==> config.mk <==
export PLATFORM = sky130hd
export DESIGN_NAME = mnpi_top
export DESIGN_NICKNAME = d
export VERILOG_FILES = /design/src/hw/mnpi_pkg.sv /design/src/hw/mnpi_fifo.sv /design/src/hw/mnpi_sync.sv /design/src/hw/mnpi_top.sv
export SDC_FILE = /design/constraint.sdc
export NUM_CORES = 1
export LEC_CHECK = 0
export BUFFER_PORTS_ARGS = -buffer_cell sky130_fd_sc_hd__buf_4
export CAP_MARGIN = 20
export CELL_PAD_IN_SITES_DETAIL_PLACEMENT = 1
export CELL_PAD_IN_SITES_GLOBAL_PLACEMENT = 1
export CORE_AREA = 3 3 184 186
export CTS_CLUSTER_DIAMETER = 30
export DETAILED_ROUTE_END_ITERATION = 8
export DIE_AREA = 0 0 187 189
export PLACE_DENSITY_LB_ADDON = 0.25
export SYNTH_ARGS = -nofsm -noshare
export SYNTH_HDL_FRONTEND = slang
export SYNTH_HIERARCHICAL = 1
export SYNTH_SLANG_ARGS = --single-unit
export TNS_END_PERCENT = 1
==> constraint.sdc <==
create_clock -name sys_clk -period 5.3 [get_ports sys_clk]
set_input_delay 1.06 -clock sys_clk [delete_from_list [all_inputs] [get_ports sys_clk]]
set_output_delay 1.06 -clock sys_clk [all_outputs]
set_load 0.05 [all_outputs]
==> src/hw/mnpi_pkg.sv <==
// Constants, types and the CRC step of the MII nibble interface
package mnpi_pkg;
    localparam int SYS_CLK_MHZ = 100;
    localparam int TX_CLK_TIMEOUT_NS = 1000;
    localparam int TX_CLK_TIMEOUT_CYC =
        (TX_CLK_TIMEOUT_NS * SYS_CLK_MHZ + 999) / 1000;
    localparam int TMO_W = $clog2(TX_CLK_TIMEOUT_CYC + 1);
    localparam logic [TMO_W-1:0] TMO_LAST = TMO_W'(TX_CLK_TIMEOUT_CYC - 1);
    localparam int INT_NIBBLE_NS = 40;
    localparam int INT_NIBBLE_CYC = (INT_NIBBLE_NS * SYS_CLK_MHZ + 999) / 1000;
    localparam int DIV_W = $clog2(INT_NIBBLE_CYC + 1);
    localparam logic [DIV_W-1:0] DIV_LAST = DIV_W'(INT_NIBBLE_CYC - 1);
    localparam logic [3:0] PREAMBLE_NIB = 4'h5;
    localparam logic [3:0] SFD_NIB = 4'hD;
    localparam logic [3:0] TX_NIB_IDLE = 4'h0;
    localparam logic [3:0] PRE_SFD_CNT = 4'hF;
    localparam logic [3:0] CRC_LAST_CNT = 4'h7;
    localparam logic [7:0] MII_SFD_PATTERN = 8'h5D;
    localparam logic [7:0] SERIAL_SFD_PATTERN = 8'hAB;
    localparam logic [31:0] CRC_INIT = 32'hFFFFFFFF;
    localparam logic [31:0] CRC_POLY = 32'hEDB88320;
    localparam logic [31:0] CRC_RESIDUE = 32'hDEBB20E3;

    typedef enum logic [2:0] {MNPI_TX_IDLE, MNPI_TX_PRE, MNPI_TX_LO,
        MNPI_TX_HI, MNPI_TX_CRC, MNPI_TX_END} mnpi_tx_state_type;
    typedef enum logic [1:0] {MNPI_RX_IDLE, MNPI_RX_HUNT,
        MNPI_RX_DATA} mnpi_rx_state_type;

    typedef struct packed {
        logic [7:0] data;
        logic last;
    } mnpi_tx_word_type;
    typedef struct packed {
        logic [7:0] data;
        logic last;
        logic bad;
    } mnpi_rx_word_type;
    typedef struct packed {
        logic valid;
        logic crc_error_flag;
        logic alignment_error_flag;
        logic overflow;
    } mnpi_rx_status_type;
    typedef struct packed {
        logic done;
        logic collision;
    } mnpi_tx_status_type;
    typedef struct packed {
        logic tx_clk;
        logic rx_clk;
        logic col;
        logic crs;
        logic rx_dv;
        logic rx_er;
        logic [3:0] rxd;
        logic ser_clk;
        logic ser_dat;
        logic ser_crs;
    } mnpi_link_in_type;

    typedef struct packed {
        logic tx_clk_d;
        logic rx_clk_d;
        logic ser_clk_d;
        logic path_sel;
        logic carrier;
        logic [TMO_W-1:0] tmo_cnt;
        logic clk_missing;
        logic [DIV_W-1:0] div_cnt;
        mnpi_tx_state_type tx_st;
        logic [3:0] tx_cnt;
        logic tx_en;
        logic [3:0] tx_nib;
        logic [31:0] tx_crc;
        mnpi_tx_word_type tx_buf;
        logic tx_buf_full;
        logic tx_ready;
        logic tx_col;
        logic tx_done;
        mnpi_rx_state_type rx_st;
        logic [7:0] rx_hunt;
        logic [3:0] rx_acc;
        logic [2:0] rx_cnt;
        logic rx_half;
        logic [3:0] rx_lo;
        logic [31:0] rx_crc;
        logic rx_err;
        logic rx_ovf;
        logic [7:0] rx_hold;
        logic rx_hold_full;
        logic fifo_wvalid;
        mnpi_rx_word_type fifo_wdata;
        mnpi_rx_status_type rx_stat;
    } mnpi_state_type;

    localparam mnpi_state_type MNPI_STATE_RESET = '{tx_st: MNPI_TX_IDLE,
        rx_st: MNPI_RX_IDLE, clk_missing: 1'b1, default: '0};

    function automatic logic [31:0] mnpi_crc_nibble(input logic [31:0] crc,
                                                    input logic [3:0] nib);
        logic [31:0] c;
        c = crc;
        for (int i = 0; i < 4; i++) begin
            c = (c[0] ^ nib[i]) ? ((c >> 1) ^ CRC_POLY) : (c >> 1);
        end
        return c;
    endfunction
endpackage

==> src/hw/mnpi_fifo.sv <==
// Synchronous FIFO with valid and ready on both sides
`timescale 1ns/10ps
module mnpi_fifo #(
    parameter int WIDTH = 10,
    parameter int DEPTH = 16
) (
    input wire logic sys_clk,
    input wire logic resetn,
    input wire logic in_valid,
    output logic in_ready,
    input wire logic [WIDTH-1:0] in_data,
    output logic out_valid,
    input wire logic out_ready,
    output logic [WIDTH-1:0] out_data
);
    localparam int AW = $clog2(DEPTH);

    typedef struct packed {
        logic [DEPTH-1:0][WIDTH-1:0] mem;
        logic [AW-1:0] wr;
        logic [AW-1:0] rd;
        logic [AW:0] cnt;
    } mnpi_fifo_state_type;

    mnpi_fifo_state_type s_reg;
    mnpi_fifo_state_type s_next;
    logic push;
    logic pop;

    if (DEPTH < 2 || (DEPTH & (DEPTH - 1)) != 0 || WIDTH < 1) begin : g_bad
        $error("mnpi_fifo: DEPTH must be a power of two, WIDTH positive");
    end

    assign in_ready = s_reg.cnt != (AW+1)'(DEPTH);
    assign out_valid = s_reg.cnt != '0;
    assign out_data = s_reg.mem[s_reg.rd];
    assign push = in_valid && in_ready;
    assign pop = out_valid && out_ready;

    always_comb begin
        s_next = s_reg;
        if (push) begin
            s_next.mem[s_reg.wr] = in_data;
            s_next.wr = s_reg.wr + 1'b1;
        end
        if (pop) begin
            s_next.rd = s_reg.rd + 1'b1;
        end
        if (push && !pop) begin
            s_next.cnt = s_reg.cnt + 1'b1;
        end else if (pop && !push) begin
            s_next.cnt = s_reg.cnt - 1'b1;
        end
    end

    always_ff @(posedge sys_clk) begin
        if (!resetn) begin
            s_reg <= '0;
        end else begin
            s_reg <= s_next;
        end
    end
endmodule // mnpi_fifo

==> src/hw/mnpi_sync.sv <==
// Two-stage synchroniser for a group of asynchronous inputs
`timescale 1ns/10ps
module mnpi_sync #(
    parameter int WIDTH = 1
) (
    input wire logic sys_clk,
    input wire logic resetn,
    input wire logic [WIDTH-1:0] async_in,
    output logic [WIDTH-1:0] sync_out
);
    typedef struct packed {
        logic [WIDTH-1:0] meta;
        logic [WIDTH-1:0] q;
    } mnpi_sync_state_type;

    mnpi_sync_state_type s_reg;
    mnpi_sync_state_type s_next;

    if (WIDTH < 1) begin : g_bad_width
        $error("mnpi_sync: WIDTH must be at least 1");
    end

    always_comb begin
        s_next.meta = async_in;
        s_next.q = s_reg.meta;
    end

    always_ff @(posedge sys_clk) begin
        if (!resetn) begin
            s_reg <= '0;
        end else begin
            s_reg <= s_next;
        end
    end

    assign sync_out = s_reg.q;
endmodule // mnpi_sync

==> src/hw/mnpi_top.sv <==
// MII nibble transmit and receive interface towards an external PHY
`timescale 1ns/10ps
module mnpi_top
    import mnpi_pkg::*;
#(
    parameter int FIFO_DEPTH = 16
) (
    input wire logic sys_clk,
    input wire logic resetn,
    input wire logic nibble_path_mii_select,
    output logic nibble_path_select_pin,
    input wire logic tx_nibble_clock,
    input wire logic fast_collision_in,
    output logic fast_tx_enable,
    output logic [3:0] tx_nibble_out,
    input wire logic rx_nibble_clock,
    input wire logic rx_data_valid,
    input wire logic rx_error_in,
    input wire logic [3:0] rx_nibble_in,
    input wire logic fast_carrier_sense,
    input wire logic serial_rx_clock,
    input wire logic serial_rx_data,
    input wire logic serial_rx_carrier,
    input wire logic tx_in_valid,
    output logic tx_in_ready,
    input wire mnpi_tx_word_type tx_in_word,
    output logic rx_out_valid,
    input wire logic rx_out_ready,
    output mnpi_rx_word_type rx_out_word,
    output mnpi_rx_status_type rx_status,
    output mnpi_tx_status_type tx_status,
    output logic carrier_envelope,
    output logic tx_clock_missing
);
    mnpi_link_in_type link_raw;
    mnpi_link_in_type link;
    mnpi_state_type s_reg;
    mnpi_state_type s_next;
    logic fifo_in_ready;
    logic tx_rise;
    logic rx_rise;
    logic ser_rise;
    logic int_tick;
    logic tx_pace;
    logic rx_ev;
    logic rx_act;
    logic [7:0] hunt_next;
    logic [7:0] sfd_pattern;
    logic nib_stb;
    logic [3:0] nib_v;
    logic emit_crc;
    logic crc_bad;

    if (FIFO_DEPTH < 2) begin : g_bad_depth
        $error("mnpi_top: FIFO_DEPTH must be at least 2");
    end

    // Every PHY-side input passes two flip-flops first
    assign link_raw = '{tx_clk: tx_nibble_clock, rx_clk: rx_nibble_clock,
        col: fast_collision_in, crs: fast_carrier_sense,
        rx_dv: rx_data_valid, rx_er: rx_error_in, rxd: rx_nibble_in,
        ser_clk: serial_rx_clock, ser_dat: serial_rx_data,
        ser_crs: serial_rx_carrier};

    mnpi_sync #(
        .WIDTH($bits(mnpi_link_in_type))
    ) u_sync (
        .sys_clk(sys_clk),
        .resetn(resetn),
        .async_in(link_raw),
        .sync_out(link)
    );

    mnpi_fifo #(
        .WIDTH($bits(mnpi_rx_word_type)),
        .DEPTH(FIFO_DEPTH)
    ) u_rx_fifo (
        .sys_clk(sys_clk),
        .resetn(resetn),
        .in_valid(s_reg.fifo_wvalid),
        .in_ready(fifo_in_ready),
        .in_data(s_reg.fifo_wdata),
        .out_valid(rx_out_valid),
        .out_ready(rx_out_ready),
        .out_data(rx_out_word)
    );

    // Edge finders on the sampled link clocks
    assign tx_rise = link.tx_clk && !s_reg.tx_clk_d;
    assign rx_rise = link.rx_clk && !s_reg.rx_clk_d;
    assign ser_rise = link.ser_clk && !s_reg.ser_clk_d;
    assign int_tick = s_reg.div_cnt == DIV_LAST;
    assign tx_pace = s_reg.clk_missing ? int_tick : tx_rise;

    // Receive source follows the path select
    assign rx_ev = s_reg.path_sel ? rx_rise : ser_rise;
    assign rx_act = s_reg.path_sel ? link.rx_dv : link.ser_crs;
    assign hunt_next = s_reg.path_sel ? {s_reg.rx_hunt[3:0], link.rxd}
                                      : {s_reg.rx_hunt[6:0], link.ser_dat};
    assign sfd_pattern = s_reg.path_sel ? MII_SFD_PATTERN
                                        : SERIAL_SFD_PATTERN;

    always_comb begin
        s_next = s_reg;
        nib_stb = 1'b0;
        nib_v = 4'h0;
        emit_crc = 1'b0;
        crc_bad = 1'b0;
        s_next.tx_clk_d = link.tx_clk;
        s_next.rx_clk_d = link.rx_clk;
        s_next.ser_clk_d = link.ser_clk;
        s_next.path_sel = nibble_path_mii_select;
        s_next.carrier = link.crs;

        // Transmit clock watchdog on the system clock
        if (tx_rise) begin
            s_next.tmo_cnt = '0;
            s_next.clk_missing = 1'b0;
        end else if (s_reg.tmo_cnt == TMO_LAST) begin
            s_next.clk_missing = 1'b1;
        end else begin
            s_next.tmo_cnt = s_reg.tmo_cnt + 1'b1;
        end
        s_next.div_cnt = int_tick ? '0 : s_reg.div_cnt + 1'b1;

        // Transmit
        s_next.tx_done = 1'b0;
        if (s_reg.tx_st != MNPI_TX_IDLE && link.col) begin
            s_next.tx_col = 1'b1;
        end
        if (tx_in_valid && s_reg.tx_ready) begin
            s_next.tx_buf = tx_in_word;
            s_next.tx_buf_full = 1'b1;
        end
        if (tx_pace) begin
            unique case (s_reg.tx_st)
                MNPI_TX_IDLE: begin
                    if (tx_in_valid && !s_reg.carrier) begin
                        s_next.tx_st = MNPI_TX_PRE;
                        s_next.tx_en = 1'b1;
                        s_next.tx_nib = PREAMBLE_NIB;
                        s_next.tx_cnt = 4'h1;
                        s_next.tx_crc = CRC_INIT;
                        s_next.tx_col = 1'b0;
                    end
                end
                MNPI_TX_PRE: begin
                    if (s_reg.tx_cnt == PRE_SFD_CNT) begin
                        s_next.tx_nib = SFD_NIB;
                        s_next.tx_st = MNPI_TX_LO;
                    end else begin
                        s_next.tx_nib = PREAMBLE_NIB;
                        s_next.tx_cnt = s_reg.tx_cnt + 4'h1;
                    end
                end
                MNPI_TX_LO: begin
                    if (s_next.tx_buf_full) begin
                        s_next.tx_nib = s_next.tx_buf.data[3:0];
                        s_next.tx_crc = mnpi_crc_nibble(s_reg.tx_crc,
                            s_next.tx_buf.data[3:0]);
                        s_next.tx_st = MNPI_TX_HI;
                    end else begin
                        s_next.tx_cnt = 4'h0;
                        emit_crc = 1'b1;
                    end
                end
                MNPI_TX_HI: begin
                    s_next.tx_nib = s_reg.tx_buf.data[7:4];
                    s_next.tx_crc = mnpi_crc_nibble(s_reg.tx_crc,
                        s_reg.tx_buf.data[7:4]);
                    s_next.tx_buf_full = 1'b0;
                    s_next.tx_cnt = 4'h0;
                    s_next.tx_st = s_reg.tx_buf.last ? MNPI_TX_CRC
                                                     : MNPI_TX_LO;
                end
                MNPI_TX_CRC: begin
                    emit_crc = 1'b1;
                end
                MNPI_TX_END: begin
                    s_next.tx_en = 1'b0;
                    s_next.tx_nib = TX_NIB_IDLE;
                    s_next.tx_st = MNPI_TX_IDLE;
                    s_next.tx_done = 1'b1;
                end
            endcase
            if (emit_crc) begin
                s_next.tx_nib = ~s_reg.tx_crc[3:0];
                s_next.tx_crc = s_reg.tx_crc >> 4;
                if (s_next.tx_cnt == CRC_LAST_CNT) begin
                    s_next.tx_st = MNPI_TX_END;
                end else begin
                    s_next.tx_st = MNPI_TX_CRC;
                    s_next.tx_cnt = s_next.tx_cnt + 4'h1;
                end
            end
        end
        s_next.tx_ready = !s_next.tx_buf_full &&
            (s_next.tx_st == MNPI_TX_PRE || s_next.tx_st == MNPI_TX_LO ||
             s_next.tx_st == MNPI_TX_HI);

        // Receive
        s_next.fifo_wvalid = 1'b0;
        s_next.rx_stat.valid = 1'b0;
        if (s_reg.fifo_wvalid && !fifo_in_ready) begin
            s_next.rx_ovf = 1'b1;
        end
        if (rx_ev) begin
            if (!rx_act) begin
                if (s_reg.rx_st == MNPI_RX_DATA) begin
                    crc_bad = s_reg.rx_crc != CRC_RESIDUE ||
                        s_reg.rx_err;
                    s_next.rx_stat.valid = 1'b1;
                    s_next.rx_stat.crc_error_flag = crc_bad;
                    s_next.rx_stat.alignment_error_flag = crc_bad &&
                        (s_reg.path_sel ? s_reg.rx_cnt[0]
                                        : s_reg.rx_cnt != 3'h0);
                    s_next.rx_stat.overflow = s_next.rx_ovf;
                    if (s_reg.rx_hold_full) begin
                        s_next.fifo_wvalid = 1'b1;
                        s_next.fifo_wdata = '{data: s_reg.rx_hold,
                            last: 1'b1, bad: crc_bad || s_next.rx_ovf};
                    end
                end
                s_next.rx_st = MNPI_RX_IDLE;
            end else begin
                unique case (s_reg.rx_st)
                    MNPI_RX_IDLE: begin
                        s_next.rx_st = MNPI_RX_HUNT;
                        s_next.rx_hunt = hunt_next;
                        s_next.rx_err = 1'b0;
                    end
                    MNPI_RX_HUNT: begin
                        s_next.rx_hunt = hunt_next;
                        if (hunt_next == sfd_pattern) begin
                            s_next.rx_st = MNPI_RX_DATA;
                            s_next.rx_crc = CRC_INIT;
                            s_next.rx_cnt = 3'h0;
                            s_next.rx_half = 1'b0;
                            s_next.rx_ovf = 1'b0;
                            s_next.rx_hold_full = 1'b0;
                        end
                    end
                    MNPI_RX_DATA: begin
                        if (s_reg.path_sel) begin
                            nib_stb = 1'b1;
                            nib_v = link.rxd;
                        end else begin
                            nib_v = {link.ser_dat, s_reg.rx_acc[3:1]};
                            nib_stb = s_reg.rx_cnt[1:0] == 2'b11;
                            s_next.rx_acc = nib_v;
                        end
                        s_next.rx_cnt = s_reg.rx_cnt + 3'h1;
                    end
                endcase
                if (s_reg.path_sel && link.rx_er) begin
                    s_next.rx_err = 1'b1;
                end
            end
        end
        if (nib_stb) begin
            s_next.rx_crc = mnpi_crc_nibble(s_reg.rx_crc, nib_v);
            s_next.rx_half = !s_reg.rx_half;
            if (!s_reg.rx_half) begin
                s_next.rx_lo = nib_v;
            end else begin
                if (s_reg.rx_hold_full) begin
                    s_next.fifo_wvalid = 1'b1;
                    s_next.fifo_wdata = '{data: s_reg.rx_hold, last: 1'b0,
                        bad: 1'b0};
                end
                s_next.rx_hold = {nib_v, s_reg.rx_lo};
                s_next.rx_hold_full = 1'b1;
            end
        end
    end

    always_ff @(posedge sys_clk) begin
        if (!resetn) begin
            s_reg <= MNPI_STATE_RESET;
        end else begin
            s_reg <= s_next;
        end
    end

    assign nibble_path_select_pin = s_reg.path_sel;
    assign fast_tx_enable = s_reg.tx_en;
    assign tx_nibble_out = s_reg.tx_nib;
    assign tx_in_ready = s_reg.tx_ready;
    assign rx_status = s_reg.rx_stat;
    assign tx_status = '{done: s_reg.tx_done, collision: s_reg.tx_col};
    assign carrier_envelope = s_reg.carrier;
    assign tx_clock_missing = s_reg.clk_missing;
endmodule // mnpi_top

==> qor.yml, run 1 <==
status: "finished, final reports clean"
drive_gt1_share_pct: 19.36
syn_avg_cell_area_um2: 9.905
initial_core_util_pct: 52.46
syn_area_um2: 17030
die_area_um2: 35340
hp-start: "s_reg[137]"
crit_required_ns: 4.24
period_needed_ns: 4.069
hold_buffers: 0
dieHeight_um: 189
coreArea_um2: 32450
grt_pass1_wl_mm: 81.61
cp.arrival_ns: 3.01
remaining_drc_errors: 0
seqCellArea_um2: 7009
cts_resized: 0
yosysMostFrequentCell: "dfxtp_1"
largest_reg_flops: 173
wl_per_cell_um: 22.16
cts_buffers: 83
finalClockSkew_ns: 0.01439
power.density_nw_per_um2: 405.0
vias: 13370
clockBufferDepth: 3
clk_pin_slew_worst_paths_ns: 0.04
drt_iter0_markers: 768
num_io_pins: 53
ys_seq_area_share_pct: 41.15
ys_warn_count: 6
path_cells: "buf_4 -> mux4_2 -> a22oi_1 -> nand2_1 -> buf_4"
crit_buf_inv: 2
postCtsSetupRepairBufs: 0
num-nets-final: 1795
leakagePower_nw: 7.146
drt_wl_total_mm: 50.09
n_fill_cell: 3435
row_count: 66
numPortBuffers: 52
ant_nets: 0
r2r_end: "s_reg[50]"
critPathCaptureType: "output pin"
clock_sinks: 350
async_flop_share_pct: 0
setup_tns_ns: 0
ys_top_cells_by_area: "dfxtp_1 41%, mux2i_1 12%, nor2b_1 6.2%"
die_x_um: 187
yosysTopAreaCellShare_pct: 41.15
grt_use_total_pct: 28.44
synth-seq-cells: 350
synth-edff-count: 0
finalSetupViolCount: 0
synth_top_area_cell: "dfxtp_1"
first_pass_iters: 5
cp-start-kind: "register"
multi_input_area_um2: 9338
htree_levels: 3
fin_crit_sh_pct: 76.78
min_to: "s_reg[137]"
crit_top_cell: "buf_4"
tightest_slew_ns: 1.203
path_delay_family: "flip-flops"
rsz0062_at_grt: "no"
fmax_mhz: 245.7
cts_tree: "yes"
slew_viol_final: 0
synth_commonest_cells: "350 x dfxtp_1, 206 x mux2i_1, 168 x nor2b_1, 116 x nand2_1, 97 x nor2_1"
fin_cells: 2260
area_growth_pct: 20.34
worstPathMaxFanout: 27
maxCapViolCount: 0
reg2reg_slack_ns: 1.89
insertion_delay_ns: 0.59
cpMaxStageDelayCell: "dfxtp_2"
path_depth: 5
slew_headroom_pct: 19.77
max_stage_delay_ns: 0.85
antenna_found_initial: 0
syn_inst: 1719
overflow: 0
crit_type: "reg -> out"
gp_congestion: 0.8276
clock_tree.root_cell: "clkbuf_16"
synth_flop_cell: "dfxtp_1"
grt_max_degree: 131
hpwl_mm: 28.32
syn-num-nets: 1764
rr_worst_depth: 8
hold_viol: 0
antenna_cells: 0
hold_path_depth: 1
ir_drop_mv: 0.2641
grt_pass1_vias: 14570
synth_cell_types: 85
dp.cells: 2106
timing.rr.start: "nibble_path_select_pin"
min_path_type: "reg -> reg"
vias_per_cell: 5.914
==> area by class of cell <==
| type | instances | area share [%] |
|---|---|---|
| inverter | 21 | 0.3847 |
| tap | 442 | 2.699 |
| timing repair buffer | 84 | 3.133 |
| multi-input combinational | 1210 | 45.57 |
| sequential | 350 | 34.21 |
| clock buffer | 105 | 11.38 |
| clock inverter | 48 | 2.620 |
==> stage by stage <==
stage / total power, W / area [um^2] / utilization (%) / setup slack [ns] / hold slack, ns
global route: 0.008575 / 20490 / 63.14 / 1.156 / 0.4616
finish: 0.008298 / 20490 / 63.14 / 1.231 / 0.4348
global placement: 0.003164 / 17570 / 54.13 / 1.732 / 0.4065
CTS: 0.008368 / 20480 / 63.11 / 1.242 / 0.4442
detailed placement: 0.003177 / 17610 / 54.27 / 1.715 / 0.4276
floorplan: 0.003070 / 17030 / - / 2.365 / 0.3992
==> worst max-delay path by stage <==
stage,startpoint,endpoint
global placement,tx_in_valid,s_reg[113]
finish,u_rx_fifo/s_reg[6],rx_out_word[5]
floorplan,u_rx_fifo/s_reg[5],rx_out_word[1]
detailed placement,tx_in_valid,s_reg[113]
global route,u_rx_fifo/s_reg[6],rx_out_word[5]
CTS,u_rx_fifo/s_reg[6],rx_out_word[5]
==> worst register-to-register path: cells and delay by family (launching register included) <==
kind,cells,cell delay (ns)
simple gates,2,0.52
xor+xnor,1,0.15
buf+inv,1,0.35
flops,1,0.34
compound gates,2,1.17
mux,2,0.80
==> placed cells by master (no fill, tap or decap), drive strengths merged, types with 5 or more instances in the layout <==
master	instances
nand3	27
o211ai	13
and3	5
nand2b	24
dfxtp	350
nor2	98
o21ai	60
a31oi	8
clkinvlp	10
a21o	7
clkbuf	105
xor2	31
a22oi	30
nor4	6
nor3	19
a221oi	10
a211oi	30
o21a	7
xnor2	48
bufinv	8
ha	17
xnor3	7
inv	29
nand3b	5
buf	84
mux2i	209
nand2	117
mux4	40
o221a	14
o22ai	9
a21oi	84
and2	46
a2111oi	7
clkinv	22
o31ai	7
nor2b	168
==> layer usage <==
metal,vias to the layer above,share of wire [%],GRT usage (%)
met2,306,52,51.68
met3,119,3.8,4.888
met4,0,3.1,10.38
li1,6184,-,-
met5,-,0,0
met1,6756,41,33.81
==> kinds of logic after synthesis <==
logic type	after synthesis	synth area share, %
buf+inv	159	4.519
compound gates	310	12.51
simple gates	543	17.13
fa+ha+maj	18	1.367
mux	252	17.95
flops	350	41.15
xor+xnor	87	5.372
==> power by group <==
| group | leakage, nW | switching, W | internal [W] |
|---|---|---|---|
| combinational | 2.92 | 0.000259 | 0.000174 |
| clock | 1.40 | 0.00165 | 0.00351 |
| sequential | 2.83 | 0.0000334 | 0.00268 |
(Power assumes the default switching activity.)
==> run 2: changes to the inputs <==
--- a/config.mk
+++ b/config.mk
@@ -9,10 +9,10 @@
 export CAP_MARGIN = 20
 export CELL_PAD_IN_SITES_DETAIL_PLACEMENT = 1
 export CELL_PAD_IN_SITES_GLOBAL_PLACEMENT = 1
-export CORE_AREA = 3 3 184 186
+export CORE_AREA = 3 3 199 201
 export CTS_CLUSTER_DIAMETER = 30
 export DETAILED_ROUTE_END_ITERATION = 8
-export DIE_AREA = 0 0 187 189
+export DIE_AREA = 0 0 202 204
 export PLACE_DENSITY_LB_ADDON = 0.25
 export SYNTH_ARGS = -nofsm -noshare
 export SYNTH_HDL_FRONTEND = slang
==> constraint.sdc (replaced) <==
create_clock -name sys_clk -period 3.3 [get_ports sys_clk]
set_input_delay 0.66 -clock sys_clk [delete_from_list [all_inputs] [get_ports sys_clk]]
set_output_delay 0.66 -clock sys_clk [all_outputs]
set_load 0.05 [all_outputs]
==> run 2 against run 1 <==
Net effect: via count decreased by 0.63%; critical path type unchanged; die area grew 17%; final cell count up 4.8%; largest cell class unchanged.
==> qor.yml, run 2 (synthesis results as in run 1) <==
status: "finished, final reports clean"
first_pass_iters: 5  # unchanged
largest_reg_flops: 173  # unchanged
grt_max_degree: 168  # +28%
fin_crit_sh_pct: 94.02
overflow: 0  # unchanged
clock_tree.root_cell: "clkbuf_16"
grt_pass1_wl_mm: 77.80  # -4.7%
fmax_mhz: 322.3
postLayoutCoreUtil_pct: 55.75  # -7.4 points
cts_buffers: 89  # +7.2%
tightest_slew_ns: 0.9098  # -0.2937 ns
numPortBuffers: 52  # unchanged
clk_pin_slew_worst_paths_ns: 0.04  # about the same
insertion_delay_ns: 0.60  # about the same
antenna_cells: 0  # unchanged
power.density_nw_per_um2: 657.0  # +62%
slew_headroom_pct: 38.79  # +19 points
finalClockSkew_ns: 0.02786  # +0.01348 ns
remaining_drc_errors: 0  # unchanged
num_io_pins: 53  # unchanged
slew_viol_final: 0  # unchanged
wl_per_cell_um: 20.17  # -9.0%
grt_pass1_vias: 14280  # -1.9%
clockBufferDepth: 3  # unchanged
postCtsSetupRepairBufs: 0  # unchanged
antenna_found_initial: 0  # unchanged
n_fill_cell: 4059  # +18%
dieHeight_um: 204  # +7.9%
final_cell_mix: "348 x dfxtp_1, 206 x mux2i_1, 168 x nor2b_1"
die_area_um2: 41210  # +17%
period_needed_ns: 3.103
hold_viol: 0  # unchanged
clock_sinks: 350  # unchanged
area_growth_pct: 23.62
cts_tree: "yes"
vias: 13280  # -0.63%
vias_per_cell: 5.606  # -5.2%
initial_core_util_pct: 45.10  # -7.4 points
finalSetupViolCount: 0  # unchanged
rsz0062_at_grt: "no"
row_count: 71  # +7.6%
cp.arrival_ns: 2.44  # -0.57 ns
drt_wl_total_mm: 47.79  # -4.6%
crit_required_ns: 2.64  # -1.60 ns
die_x_um: 202  # +8.0%
setup_tns_ns: 0  # unchanged
leakagePower_nw: 7.417  # +3.8%
drt_iter0_markers: 678  # -12%
ir_drop_mv: 0.4791  # +81%
coreArea_um2: 37760  # +16%
grt_use_total_pct: 23.00  # -5.4 points
maxCapViolCount: 0  # unchanged
cp-start-kind: "register"
ant_nets: 0  # unchanged
min_path_type: "in -> reg"
layout_commonest_cell: "dfxtp_1"
hpwl_mm: 29.41  # +3.8%
gp_congestion: 0.8577  # +3.6%
crit_type: "reg -> out"
worstPathMaxFanout: 28  # +3.7%
htree_levels: 3  # unchanged
whs_ns: 0.2753  # -0.1595 ns
num-nets-final: 1832  # +2.1%
drive_gt1_share_pct: 20.83  # +1.5 points
critPathCaptureType: "output pin"
-- run 2: layout make-up --
type	instances	area, um^2	area share (%)
timing repair buffer	115	908.4	4.316
multi-input combinational	1210	9338	44.36
sequential	350	7012	33.31
clock buffer	114	2451	11.65
tap	511	639.4	3.038
clock inverter	48	620.6	2.949
inverter	21	78.83	0.3745
-- run 2: timing repair --
| item | 4_1_cts | 5_1_grt |
|---|---|---|
| endpoints found under the setup margin | 1 | 2 |
| gates resized for setup | 1 | 1 |
| hold buffers | 0 | 0 |
| cloned | 0 | 0 |
-- run 2: critical path, cell delays in order, from the launching register on --
cell	delay (ns)
dfxtp_2	0.34
buf_12	0.25
mux4_2	0.54
a22oi_1	0.30
nand2_1	0.16
buf_4	0.22
-- run 2: per-layer routing --
layer  wire length, um  global-route usage (%)  vias to the layer above
met5                 0                       0                        -
met4              1333                   8.223                        0
met3              1860                   4.125                      110
met2             24480                   41.25                      275
met1             20120                   27.70                     6664
li1                  -                       -                     6232
-- run 2: per-stage QoR --
stage	setup slack [ns]	cells	power [W]	cell area, um^2
2_1_floorplan	0.5961	1719	0.004931	17030
3_3_place_gp	0.3467	2207	0.005112	17970
3_5_place_dp	0.3215	2207	0.005129	17970
4_1_cts	0.06144	2369	0.01397	21050
5_1_grt	0.02118	2369	0.01430	21050
6_report	0.1972	2369	0.01383	21050
-- run 2: path summary, 6_finish.rpt --
kind                               start                  end  slack (ns)  cells after the start
hold reg to reg        u_sync/s_next[11]  u_sync/sync_out[11]        0.43                      1
setup / recovery      u_rx_fifo/s_reg[5]       rx_out_word[0]        0.20                      5
hold / removal             rx_data_valid     u_sync/s_next[8]        0.28                      2
setup reg to reg  nibble_path_select_pin            s_reg[57]        0.37                      8
-- run 2: power by group --
part | internal, W | total (W) | switching, W
Clock | 0.00602 | 0.00876 | 0.00274
Combinational | 0.000292 | 0.000711 | 0.000418
Sequential | 0.00430 | 0.00436 | 0.0000567
Total | 0.0106 | 0.0138 | 0.00321
==> run 3: changes to the inputs <==
--- a/config.mk
+++ b/config.mk
@@ -7,7 +7,7 @@
 export LEC_CHECK = 0
 export BUFFER_PORTS_ARGS = -buffer_cell sky130_fd_sc_hd__buf_4
 export CAP_MARGIN = 20
-export CELL_PAD_IN_SITES_DETAIL_PLACEMENT = 1
+export CELL_PAD_IN_SITES_DETAIL_PLACEMENT = 0
 export CELL_PAD_IN_SITES_GLOBAL_PLACEMENT = 1
 export CORE_AREA = 3 3 199 201
 export CTS_CLUSTER_DIAMETER = 30
==> run 3 against run 2 <==
Net effect: wire length down 14%; global-route usage down 3.3 points; sequential power about the same; critical path type unchanged; critical path depth unchanged; via count down 5.0%; worst hold slack better by 0.0026 ns; highest routed layer unchanged; final area down 0.39%; combinational power down 3%; final cell count down 0.34%; clock skew up 0.0056 ns; first-iteration DRC count up 6.0%.
==> qor.yml, run 3 (synthesis results as in run 1) <==
status: "finished, final reports clean"
gp_congestion: 0.8577  # unchanged
timing.rr.start: "nibble_path_select_pin"
postCtsSetupRepairBufs: 0  # unchanged
overflow: 0  # unchanged
p_int_w: 0.01046  # -1.5%
die_area_um2: 41210  # unchanged
slew_headroom_pct: 38.86  # +0.070 points
tightest_slew_ns: 0.9088  # -0.001045 ns
cp.arrival_ns: 2.47  # +0.03 ns
crit_top_cell: "buf_4"
clk_pin_slew_worst_paths_ns: 0.05  # about the same
cts_resized: 0  # -1
antenna_cells: 0  # unchanged
finalSetupViolCount: 0  # unchanged
reg2reg_slack_ns: 0.46  # +0.09 ns
vias: 12620  # -5.0%
leakagePower_nw: 7.374  # -0.58%
p_switching_w: 0.003151  # -1.9%
ant_nets: 0  # unchanged
hold_viol: 0  # unchanged
die_x_um: 202  # unchanged
crit_type: "reg -> out"
met1_usage_pct: 25.37  # -2.3 points
dp.cells: 2207  # unchanged
remaining_drc_errors: 0  # unchanged
cts_tree: "yes"
clockBufferDepth: 3  # unchanged
maxCapViolCount: 0  # unchanged
clock_tree.root_cell: "clkbuf_16"
min_path_type: "in -> reg"
min_to: "nibble_path_select_pin"
initial_core_util_pct: 45.10  # unchanged
num-nets-final: 1827  # -0.27%
period_needed_ns: 3.135  # +0.03209 ns
row_count: 71  # unchanged
finalClockSkew_ns: 0.03347  # +0.005606 ns
num_io_pins: 53  # unchanged
insertion_delay_ns: 0.60  # about the same
grt_pass1_wl_mm: 66.99  # -14%
wl_per_cell_um: 17.41  # -14%
clock_sinks: 350  # unchanged
setup_tns_ns: 0  # unchanged
top_usage_layer: "met2"
first_pass_iters: 5  # unchanged
hp-start: "nibble_path_mii_select"
path_delay_family: "flip-flops"
max_stage_delay_ns: 0.56  # +0.02 ns
coreArea_um2: 37760  # unchanged
p_seq_share_pct: 32.0  # +0.5 points
drive_gt1_share_pct: 20.81  # about the same
met2_usage_pct: 33.44  # -7.8 points
hold_buffers: 0  # unchanged
drt_iter0_markers: 719  # +6.0%
met3_usage_pct: 3.982  # -0.14 points
swShare_pct: 23.15  # -0.069 points
area_growth_pct: 23.13
hold_path_depth: 2  # unchanged
drt_wl_total_mm: 41.12  # -14%
fin_crit_sh_pct: 95.00  # +0.97 points
final_cell_mix: "348 x dfxtp_1, 206 x mux2i_1, 168 x nor2b_1"
cts_buffers: 84  # -5.6%
path_cells: "buf_4 -> mux4_2 -> a22oi_1 -> nand2_1 -> buf_4"
cp-start-kind: "register"
numPortBuffers: 52  # unchanged
r2r_end: "s_reg[41]"
antenna_found_initial: 0  # unchanged
grt_use_total_pct: 19.75  # -3.3 points
layout_commonest_cell: "dfxtp_1"
worstPathMaxFanout: 12  # -57%
vias_per_cell: 5.346  # -4.6%
rr_worst_depth: 8  # unchanged
hpwl_mm: 26.64  # -9.4%
clkPwrFrac_pct: 62.9  # -0.4 points
power.density_nw_per_um2: 649.3  # -1.2%
grt_max_degree: 168  # unchanged
combPwrFrac_pct: 5.1  # about the same
slew_viol_final: 0  # unchanged
crit_required_ns: 2.64  # about the same
n_fill_cell: 3355  # -17%
rsz0062_at_grt: "no"
largest_reg_flops: 173  # unchanged
dieHeight_um: 204  # unchanged
fin_cells: 2361  # -0.34%
grt_pass1_vias: 12600  # -12%
ir_drop_mv: 0.3841  # -20%
cpMaxStageDelayCell: "dfxtp_2"
crit_buf_inv: 2  # unchanged
htree_levels: 3  # unchanged
fmax_mhz: 319.0  # -1.0%
critPathCaptureType: "output pin"
[run 3: cell types whose count changed in the layout (fill, tap and decap cells not counted), sizes merged]
cell / before / now
inv: 28 / 33
bufinv: 10 / 11
clkinv: 25 / 22
clkbuf: 114 / 103
[run 3: how the worst max path moves through the flow]
| stage | start | endpoint | cells past startpoint |
|---|---|---|---|
| floorplan | nibble_path_select_pin | s_reg[44] | 9 |
| global placement | tx_in_valid | s_reg[113] | 8 |
| detailed placement | tx_in_valid | s_reg[100] | 8 |
| CTS | u_rx_fifo/s_reg[6] | rx_out_word[0] | 5 |
| global route | u_rx_fifo/s_reg[6] | rx_out_word[5] | 5 |
| finish | u_rx_fifo/s_reg[6] | rx_out_word[5] | 5 |
[run 3: layout make-up]
class / count / area, um^2 / share of cell area [%]
clock buffer: 103 / 2303 / 10.99
clock inverter: 51 / 688.2 / 3.282
inverter: 21 / 78.83 / 0.3760
multi-input combinational: 1210 / 9338 / 44.54
sequential: 350 / 7009 / 33.43
tap: 511 / 639.4 / 3.050
timing repair buffer: 115 / 908.4 / 4.333
[run 3: routing by layer]
| layer | share of wire (%) | routed length (um) | vias up |
|---|---|---|---|
| met3 | 3.6 | 1470 | 61 |
| met1 | 46 | 19090 | 6112 |
| li1 | - | - | 6244 |
| met5 | 0 | 0 | - |
| met4 | 2.0 | 839 | 0 |
| met2 | 48 | 19720 | 205 |
[run 3: power by group through the flow]
| stage | registers (W) | logic (W) | clock network [W] |
|---|---|---|---|
| 2_1_floorplan | 0.00443 | 0.000500 | 0 |
| 3_3_place_gp | 0.00443 | 0.000683 | 0 |
| 3_5_place_dp | 0.00443 | 0.000685 | 0 |
| 4_1_cts | 0.00435 | 0.000692 | 0.00871 |
| 5_1_grt | 0.00435 | 0.000755 | 0.00894 |
| 6_report | 0.00435 | 0.000692 | 0.00857 |
[run 3: stage by stage]
stage	setup slack [ns]	hold slack (ns)	util (%)	area (um^2)	power, W
after floorplan	0.5961	0.3992	-	17030	0.004931
after global placement	0.3467	0.4072	47.60	17970	0.005112
after detailed placement	0.3134	0.4182	47.60	17970	0.005115
after CTS	0.03761	0.2472	55.52	20960	0.01375
after global routing	0.05060	0.2618	55.53	20970	0.01405
final	0.1651	0.2779	55.53	20970	0.01361
